## config.mk

```make
export PLATFORM = sky130hd
export DESIGN_NAME = smr_supply_monitor
export DESIGN_NICKNAME = d
export VERILOG_FILES = /design/src/logic/smr_pkg.sv /design/src/logic/smr_supply_monitor.sv /design/src/logic/smr_settle_timer.sv /design/src/logic/smr_ref_source.sv
export SDC_FILE = /design/constraint.sdc
export NUM_CORES = 1
export LEC_CHECK = 0
export ABC_CLOCK_PERIOD_IN_PS = 1920
export BUFFER_PORTS_ARGS = -buffer_cell sky130_fd_sc_hd__buf_2
export CORE_UTILIZATION = 44
export CTS_BUF_LIST = sky130_fd_sc_hd__clkbuf_16
export DETAILED_ROUTE_END_ITERATION = 10
export GPL_ROUTABILITY_DRIVEN = 0
export PLACE_DENSITY_LB_ADDON = 0.12
export RECOVER_POWER = 25
export SYNTH_ARGS = -nofsm -noshare
export SYNTH_HDL_FRONTEND = slang
export SYNTH_HIERARCHICAL = 1
export SYNTH_SLANG_ARGS = --single-unit
```

## constraint.sdc

```tcl
create_clock -name sys_clk -period 1.92 [get_ports sys_clk]
set_clock_uncertainty 0.05 [all_clocks]
set_input_delay 0.384 -clock sys_clk [delete_from_list [all_inputs] [get_ports sys_clk]]
set_output_delay 0.384 -clock sys_clk [all_outputs]
set_load 0.005 [all_outputs]
```

## src/logic/smr_pkg.sv

```systemverilog
package smr_pkg;
    // -------------------------------------------------------------
    // register offsets
    // -------------------------------------------------------------
    localparam logic [7:0] SMR_OFF_PERIPH_FLAGS_TWO = 8'h0d;
    localparam logic [7:0] SMR_OFF_PERIPH_ENABLES_TWO = 8'h8d;
    localparam logic [7:0] SMR_OFF_REFERENCE_CONTROL = 8'h9b;
    localparam logic [7:0] SMR_OFF_SUPPLY_DROP_CONTROL = 8'h9c;
    localparam logic [7:0] SMR_OFF_MISC_CONTROL = 8'hf0;
    // -------------------------------------------------------------
    // field positions
    // -------------------------------------------------------------
    localparam int SMR_BIT_DROP_FLAG = 7;
    localparam int SMR_BIT_DROP_IRQ_EN = 7;
    localparam int SMR_BIT_HIGH_REF_EN = 7;
    localparam int SMR_BIT_LOW_REF_EN = 6;
    localparam int SMR_BIT_HIGH_PIN_OUT = 5;
    localparam int SMR_BIT_LOW_PIN_OUT = 4;
    localparam int SMR_BIT_REF_STABLE = 5;
    localparam int SMR_BIT_DET_EN = 4;
    localparam int SMR_BIT_BROWNOUT_EN = 0;
    localparam logic [3:0] SMR_TRIP_EXTERNAL = 4'hf;
    // -------------------------------------------------------------
    // reset values and timing
    // -------------------------------------------------------------
    localparam logic [7:0] SMR_RST_REG = 8'h00;
    localparam int SMR_CLK_MHZ = 250;
    localparam int SMR_REF_START_US = 10;
    localparam int SMR_REF_START_CYC = SMR_REF_START_US * SMR_CLK_MHZ;
    localparam int SMR_AMP_START_US = 10;
    localparam int SMR_AMP_START_CYC = SMR_AMP_START_US * SMR_CLK_MHZ;
    localparam int SMR_CNT_W = 16;

    typedef struct packed {
        logic [7:0] addr;
        logic [7:0] wdata;
        logic wr;
        logic rd;
    } smr_bus_req_t;

    typedef enum logic [1:0] {
        SMR_REF_OFF = 2'b00,
        SMR_REF_STARTING = 2'b01,
        SMR_REF_STABLE = 2'b10
    } smr_ref_state_t;
endpackage

```

## src/logic/smr_supply_monitor.sv

```systemverilog
`timescale 1ns/1ps
// What this block does
// - reference source on while any consumer enabled
// - high enable bit starts high reference
// - low enable bit starts low reference
// - pin output only while its reference enabled
// - detector enable bit powers the detector
// - supply at/below trip sets flag, interrupt
// - supply-drop interrupt wakes device from sleep
// - four-bit trip select picks the level
// - flag clear refused while supply still low
// - detector flag setting blocked until reference stable
// - read-only stable bit shows reference stability
// - trip code 1111 selects external trip input
module smr_supply_monitor
    import smr_pkg::*;
#(
    parameter int REF_START_CYCLES = SMR_REF_START_CYC,
    parameter int AMP_START_CYCLES = SMR_AMP_START_CYC
)
(
    input wire logic sys_clk,
    input wire logic rst,
    input wire logic [7:0] reg_addr,
    input wire logic [7:0] reg_wdata,
    input wire logic reg_wr,
    input wire logic reg_rd,
    output logic [7:0] reg_rdata,
    input wire logic supply_below_internal,
    input wire logic supply_below_external,
    input wire logic brownout_strap,
    output logic ref_source_on,
    output logic [3:0] trip_select,
    output logic external_trip_input_sel,
    output logic detector_on,
    output logic high_internal_ref_on,
    output logic low_internal_ref_on,
    output logic high_internal_ref_ready,
    output logic low_internal_ref_ready,
    output logic high_ref_pin_drive,
    output logic low_ref_pin_drive,
    output logic supply_drop_irq,
    output logic wake_request
);
    // ----------------------------------------------------------
    // state
    // ----------------------------------------------------------
    typedef struct packed {
        logic supply_drop_flag;
        logic supply_drop_irq_enable;
        logic high_ref_enable;
        logic low_ref_enable;
        logic high_ref_pin_out;
        logic low_ref_pin_out;
        logic detector_enable;
        logic [3:0] trip_select;
        logic brownout_enable;
        logic strap_taken;
        logic [7:0] rdata;
    } smr_state_t;

    smr_state_t st_q;
    smr_state_t st_d;
    smr_bus_req_t req;
    logic src_powered;
    logic src_stable;
    logic below_trip;
    logic power_req;
    logic high_amp_ready;
    logic low_amp_ready;

    assign req = '{addr: reg_addr, wdata: reg_wdata, wr: reg_wr,
                   rd: reg_rd};

    // ----------------------------------------------------------
    // reference source and gain amplifier settling
    // ----------------------------------------------------------
    // any consumer keeps the shared source powered
    assign power_req = st_q.brownout_enable | st_q.detector_enable
                     | st_q.high_ref_enable | st_q.low_ref_enable;

    smr_ref_source #(
        .START_CYCLES(REF_START_CYCLES)
    ) u_source (
        .sys_clk(sys_clk),
        .rst(rst),
        .power_req(power_req),
        .powered(src_powered),
        .stable(src_stable)
    );

    smr_settle_timer #(
        .CYCLES(AMP_START_CYCLES)
    ) u_high_amp (
        .sys_clk(sys_clk),
        .rst(rst),
        .enable(st_q.high_ref_enable & src_stable),
        .ready(high_amp_ready)
    );

    smr_settle_timer #(
        .CYCLES(AMP_START_CYCLES)
    ) u_low_amp (
        .sys_clk(sys_clk),
        .rst(rst),
        .enable(st_q.low_ref_enable & src_stable),
        .ready(low_amp_ready)
    );

    // ----------------------------------------------------------
    // trip comparison
    // ----------------------------------------------------------
    // code 1111 takes the external pin comparator
    assign below_trip = (st_q.trip_select == SMR_TRIP_EXTERNAL)
                      ? supply_below_external
                      : supply_below_internal;

    // ----------------------------------------------------------
    // next state: registers, flag, read data
    // ----------------------------------------------------------
    always_comb
    begin
        st_d = st_q;
        st_d.rdata = 8'h00;
        // brownout enable follows a strap caught after reset release
        if (!st_q.strap_taken)
        begin
            st_d.strap_taken = 1'b1;
            st_d.brownout_enable = brownout_strap;
        end
        // register writes
        if (req.wr)
        begin
            case (req.addr)
                SMR_OFF_PERIPH_FLAGS_TWO:
                begin
                    // clear only when supply is back above trip
                    if (!req.wdata[SMR_BIT_DROP_FLAG] && !below_trip)
                        st_d.supply_drop_flag = 1'b0;
                    else if (req.wdata[SMR_BIT_DROP_FLAG])
                        st_d.supply_drop_flag = 1'b1;
                end
                SMR_OFF_PERIPH_ENABLES_TWO:
                    st_d.supply_drop_irq_enable =
                        req.wdata[SMR_BIT_DROP_IRQ_EN];
                SMR_OFF_REFERENCE_CONTROL:
                begin
                    st_d.high_ref_enable =
                        req.wdata[SMR_BIT_HIGH_REF_EN];
                    st_d.low_ref_enable =
                        req.wdata[SMR_BIT_LOW_REF_EN];
                    st_d.high_ref_pin_out = req.wdata[SMR_BIT_HIGH_PIN_OUT];
                    st_d.low_ref_pin_out = req.wdata[SMR_BIT_LOW_PIN_OUT];
                end
                SMR_OFF_SUPPLY_DROP_CONTROL:
                begin
                    st_d.detector_enable =
                        req.wdata[SMR_BIT_DET_EN];
                    st_d.trip_select = req.wdata[3:0];
                end
                SMR_OFF_MISC_CONTROL:
                    st_d.brownout_enable = req.wdata[SMR_BIT_BROWNOUT_EN];
                default:
                    st_d.rdata = 8'h00;
            endcase
        end
        // hardware set wins over any clear in the same cycle
        if (st_q.detector_enable && src_stable && below_trip)
            st_d.supply_drop_flag = 1'b1;
        // register reads, data valid the next cycle
        if (req.rd)
        begin
            case (req.addr)
                SMR_OFF_PERIPH_FLAGS_TWO:
                    st_d.rdata[SMR_BIT_DROP_FLAG] = st_q.supply_drop_flag;
                SMR_OFF_PERIPH_ENABLES_TWO:
                    st_d.rdata[SMR_BIT_DROP_IRQ_EN] =
                        st_q.supply_drop_irq_enable;
                SMR_OFF_REFERENCE_CONTROL:
                begin
                    st_d.rdata[SMR_BIT_HIGH_REF_EN] = st_q.high_ref_enable;
                    st_d.rdata[SMR_BIT_LOW_REF_EN] = st_q.low_ref_enable;
                    st_d.rdata[SMR_BIT_HIGH_PIN_OUT] = st_q.high_ref_pin_out;
                    st_d.rdata[SMR_BIT_LOW_PIN_OUT] = st_q.low_ref_pin_out;
                end
                SMR_OFF_SUPPLY_DROP_CONTROL:
                begin
                    st_d.rdata[SMR_BIT_REF_STABLE] = src_stable;
                    st_d.rdata[SMR_BIT_DET_EN] = st_q.detector_enable;
                    st_d.rdata[3:0] = st_q.trip_select;
                end
                SMR_OFF_MISC_CONTROL:
                    st_d.rdata[SMR_BIT_BROWNOUT_EN] = st_q.brownout_enable;
                default:
                    st_d.rdata = 8'h00;
            endcase
        end
    end

    // ----------------------------------------------------------
    // state register
    // ----------------------------------------------------------
    always_ff @(posedge sys_clk)
    begin
        if (rst)
        begin
            st_q <= '0;
            st_q.trip_select <= SMR_RST_REG[3:0];
        end
        else
            st_q <= st_d;
    end

    // ----------------------------------------------------------
    // outputs
    // ----------------------------------------------------------
    assign reg_rdata = st_q.rdata;
    assign ref_source_on = src_powered;
    assign trip_select = st_q.trip_select;
    assign external_trip_input_sel =
        (st_q.trip_select == SMR_TRIP_EXTERNAL);
    assign detector_on = st_q.detector_enable;
    assign high_internal_ref_on = st_q.high_ref_enable;
    assign low_internal_ref_on = st_q.low_ref_enable;
    assign high_internal_ref_ready = high_amp_ready;
    assign low_internal_ref_ready = low_amp_ready;
    // pin routing only when its reference is on
    assign high_ref_pin_drive =
        st_q.high_ref_pin_out & st_q.high_ref_enable;
    assign low_ref_pin_drive =
        st_q.low_ref_pin_out & st_q.low_ref_enable;
    assign supply_drop_irq =
        st_q.supply_drop_flag & st_q.supply_drop_irq_enable;
    assign wake_request = supply_drop_irq;
endmodule

```

## src/logic/smr_settle_timer.sv

```systemverilog
`timescale 1ns/1ps
module smr_settle_timer
    import smr_pkg::*;
#(
    parameter int CYCLES = SMR_AMP_START_CYC
)
(
    input wire logic sys_clk,
    input wire logic rst,
    input wire logic enable,
    output logic ready
);
    initial
    begin
        if (CYCLES < 1 || CYCLES >= (1 << SMR_CNT_W))
            $error("smr_settle_timer: CYCLES out of range");
    end

    typedef struct packed {
        logic [SMR_CNT_W-1:0] cnt;
        logic ready;
    } smr_tmr_st_t;

    localparam logic [SMR_CNT_W-1:0] LAST = SMR_CNT_W'(CYCLES - 1);

    smr_tmr_st_t st_q;
    smr_tmr_st_t st_d;

    // ----------------------------------------------------------
    // count while enabled, drop at once when disabled
    // ----------------------------------------------------------
    always_comb
    begin
        st_d = st_q;
        if (!enable)
        begin
            st_d.cnt = '0;
            st_d.ready = 1'b0;
        end
        else if (!st_q.ready)
        begin
            if (st_q.cnt == LAST)
                st_d.ready = 1'b1;
            else
                st_d.cnt = st_q.cnt + 1'b1;
        end
    end

    // state register
    always_ff @(posedge sys_clk)
    begin
        if (rst)
            st_q <= '0;
        else
            st_q <= st_d;
    end

    // ready falls in the same cycle as its enable, never lingers
    assign ready = st_q.ready & enable;
endmodule

```

## src/logic/smr_ref_source.sv

```systemverilog
`timescale 1ns/1ps
module smr_ref_source
    import smr_pkg::*;
#(
    parameter int START_CYCLES = SMR_REF_START_CYC
)
(
    input wire logic sys_clk,
    input wire logic rst,
    input wire logic power_req,
    output logic powered,
    output logic stable
);
    initial
    begin
        if (START_CYCLES < 1 || START_CYCLES >= (1 << SMR_CNT_W))
            $error("smr_ref_source: START_CYCLES out of range");
    end

    typedef struct packed {
        smr_ref_state_t fsm;
        logic [SMR_CNT_W-1:0] cnt;
    } smr_src_st_t;

    localparam logic [SMR_CNT_W-1:0] LAST = SMR_CNT_W'(START_CYCLES - 1);

    smr_src_st_t st_q;
    smr_src_st_t st_d;

    // ----------------------------------------------------------
    // power up, settle, report stable; power down re-arms
    // ----------------------------------------------------------
    always_comb
    begin
        st_d = st_q;
        case (st_q.fsm)
            SMR_REF_OFF:
            begin
                st_d.cnt = '0;
                if (power_req)
                    st_d.fsm = SMR_REF_STARTING;
            end
            SMR_REF_STARTING:
            begin
                if (!power_req)
                    st_d.fsm = SMR_REF_OFF;
                else if (st_q.cnt == LAST)
                    st_d.fsm = SMR_REF_STABLE;
                else
                    st_d.cnt = st_q.cnt + 1'b1;
            end
            SMR_REF_STABLE:
            begin
                if (!power_req)
                    st_d.fsm = SMR_REF_OFF;
            end
            default:
                st_d.fsm = SMR_REF_OFF;
        endcase
    end

    // state register
    always_ff @(posedge sys_clk)
    begin
        if (rst)
        begin
            st_q.fsm <= SMR_REF_OFF;
            st_q.cnt <= '0;
        end
        else
            st_q <= st_d;
    end

    assign powered = (st_q.fsm != SMR_REF_OFF);
    assign stable = (st_q.fsm == SMR_REF_STABLE);
endmodule

```

==> impl_results.md <==
- Vias post-DR: 3,440
- Least-Margin Pin Slew: 0.786 ns
- Outcome: completed
- Layout cells sized above 1: 0.295
- DRC viols: 0
- Most common cell in the netlist: dfxtp_1
- Gate count after technology mapping: 429
- Post-synth cell types: 71
- Die height: 96.4 um
- Area growth, synth to finish: 20.4%
- Root Buffer: clkbuf_16
- Die Width: 96.4 um
- Synth warn: 6
- Post-DRT Antenna Nets: 0
- Initial antenna violation count: 0
- Global-route wire length before repair: 15,100 um
- H-tree Lvls: 3
- Gr usage total: 0.209
- Maximum VDD drop: 0.000327 V
- Final hold vios: 0
- Final WL: 9160 um
- I/O pin cnt: 46
- Syn Area/Cell: 9.15 um2
- Port bufs: 45
- Clock sinks: 73
- Final hold slack: 0.259 ns
- Post-synthesis register bit count: 73
- Worst-skew pair later-pin latency: 0.33 ns
- Crit path launch type: flop
- Diode count: 0
- Setup WS post-layout: 0.00178 ns
- DP Area: 4340 um2
- Starting density of the core: 0.452
- Max Cap Violations: 0
- Crit path capture type: flop
- Initial DRT Pass Iterations: 4
- Most instantiated cells after synthesis: dfxtp_1, nor2_1, nand2_1, nand4_1, a21oi_1
- WP data arrival: 2.08 ns
- CTS Buffer Depth: 2
- Final HPWL DP: 6550 um
- Leading area contributor after synthesis: dfxtp_1
- CTS clk-pin slew, worst paths: 0.06 ns
- CTS tree: built
- Final #Nets: 522
- Min Tclk post-route: 1.92 ns
- Largest net degree at the start of global routing: 18
- Remaining Overflow, GRT: 0
- Max Transition Viols Final: 0
- Dominant cells by area after synthesis: dfxtp_1, nand4_1, nor2_1, xnor2_1, a21oi_1
- Power Dens Cells: 720 nW/um2
- Final setup viols: 0
- Mapped Nets: 457
- DP Worst Slack: -0.0725 ns
- Cts hold-fix bufs: 0
- Fillers: 813
- F_max: 521 MHz
- RSZ-0062 raised after global routing: yes
- Row count: 34
- LEAKAGE: 1.86 nW
- Initial drt markers: 171
- Synth Flop Type: dfxtp_1
- Min-Delay Path Class: in2reg
- Fin crit share: 0.999
- Number of flops mapped to enable cells by yosys: 0
- CTS buffer count: 9
- Slew headroom: 0.476
- FFs w/ async S/R, synth: 0
- Die ar.: 9300 um2
- Synth top area share: 0.372
- Design Area, Final: 4730 um2
- Maximum fanout along the worst path: 4
- Vias in the first global route: 3,068
- Mapped Area: 3920 um2
- WP data required: 2.08 ns
- Drt wl/cell: 15.1 um
- Register area share after synthesis: 0.372
- CP Class: reg2reg
- Vias per cell: 5.67
- Core area: 8680 um2
## worst max-delay path, stage by stage (launching register included)
cell and delay [ns]:
dfxtp_2 0.32, or4b_4 0.54, o41a_1 0.48, nand4_1 0.12, mux2_4 0.30
## per-layer routing
| metal | part of all wire | wire length [um] | track usage | up-vias |
|---|---|---|---|---|
| li1 | - | - | - | 1729 |
| met1 | 0.51 | 4650 | 0.293 | 1649 |
| met2 | 0.45 | 4150 | 0.327 | 56 |
| met3 | 0.033 | 299 | 0.0485 | 6 |
| met4 | 0.0062 | 57 | 0.0478 | 0 |
| met5 | 0 | 0 | 0 | - |
## kinds of logic (layout without fill, tap and decap cells)
| logic type | Yosys count | after routing | synth area share |
|---|---|---|---|
| compound gates | 76 | 76 | 0.138 |
| buf+inv | 41 | 111 | 0.0625 |
| xor+xnor | 23 | 23 | 0.0513 |
| mux | 6 | 6 | 0.0159 |
| fa+ha+maj | 5 | 5 | 0.0159 |
| flops | 73 | 73 | 0.372 |
| simple gates | 205 | 205 | 0.344 |
## placed cells by master, fill, tap and decap left out, drive strengths merged, types with 7 or more instances in the layout
cell	instances
xnor2	14
nand4b	8
buf	78
nand4	26
and4	9
and2	13
o21ai	9
nor2	40
o31ai	10
or4	7
and3	8
nand3	15
a21oi	21
clkbuf	15
xor2	9
inv	11
nand2	25
dfxtp	73
## state kept, by name, indices dropped and copies added, names as in the netlist
signal	count
high_internal_ref_on	1
reg_rdata	8
u_low_amp/st_q	17
u_high_amp/st_q	17
u_source/st_q	18
st_q	6
detector_on	1
low_internal_ref_on	1
trip_select	4
## final cells by class
class / count / area, um2 / area share
Clock buffer: 9 / 225 / 0.0477
Sequential cell: 73 / 1470 / 0.311
Timing Repair Buffer: 84 / 510 / 0.108
Tap cell: 108 / 135 / 0.0286
Inverter: 11 / 41.3 / 0.00874
Multi-Input combinational cell: 315 / 2260 / 0.478
Clock inverter: 7 / 85.1 / 0.0180
## stage by stage
| stage | instances | TNS [ns] | total power [mW] | util |
|---|---|---|---|---|
| after floorplan | 429 | -0.0587 | 1.61 | - |
| after global placement | 586 | -0.0176 | 1.67 | 0.501 |
| after detailed placement | 586 | -0.0725 | 1.67 | 0.501 |
| after CTS | 604 | -0.0237 | 3.44 | 0.540 |
| after global routing | 607 | -0.0899 | 3.52 | 0.545 |
| final | 607 | 0 | 3.40 | 0.545 |
## power by group
| group | leakage (nW) | total (mW) | switching, mW | internal [mW] |
|---|---|---|---|---|
| Sequential | 0.592 | 1.52 | 0.00302 | 1.52 |
| Clock | 0.150 | 1.76 | 0.640 | 1.12 |
| Combinational | 1.12 | 0.118 | 0.0691 | 0.0488 |
| Total | 1.86 | 3.40 | 0.712 | 2.69 |
## repair_timing
| action | 4_1_cts | 5_1_grt |
|---|---|---|
| endpoints found under the setup margin | 3 | 11 |
| gates resized for setup | 5 | 12 |
| pin swaps | 4 | 10 |
| setup buffers | 2 | 3 |
## final timing paths
check / start / to / slack [ns] / cells past startpoint
worst min-delay path: reg_wdata[1] / trip_select[1]$_SDFFE_PP0P_ / 0.26 / 3
worst max-delay path: u_source/st_q[10]$_SDFFE_PP0P_ / u_source/st_q[9]$_SDFFE_PP0P_ / 0.002 / 4
worst max register to register: u_source/st_q[10]$_SDFFE_PP0P_ / u_source/st_q[9]$_SDFFE_PP0P_ / 0.002 / 4
worst min register to register: st_q[15]$_SDFFE_PP0P_ / st_q[15]$_SDFFE_PP0P_ / 0.44 / 2
Power figures use the tool's default switching activity.
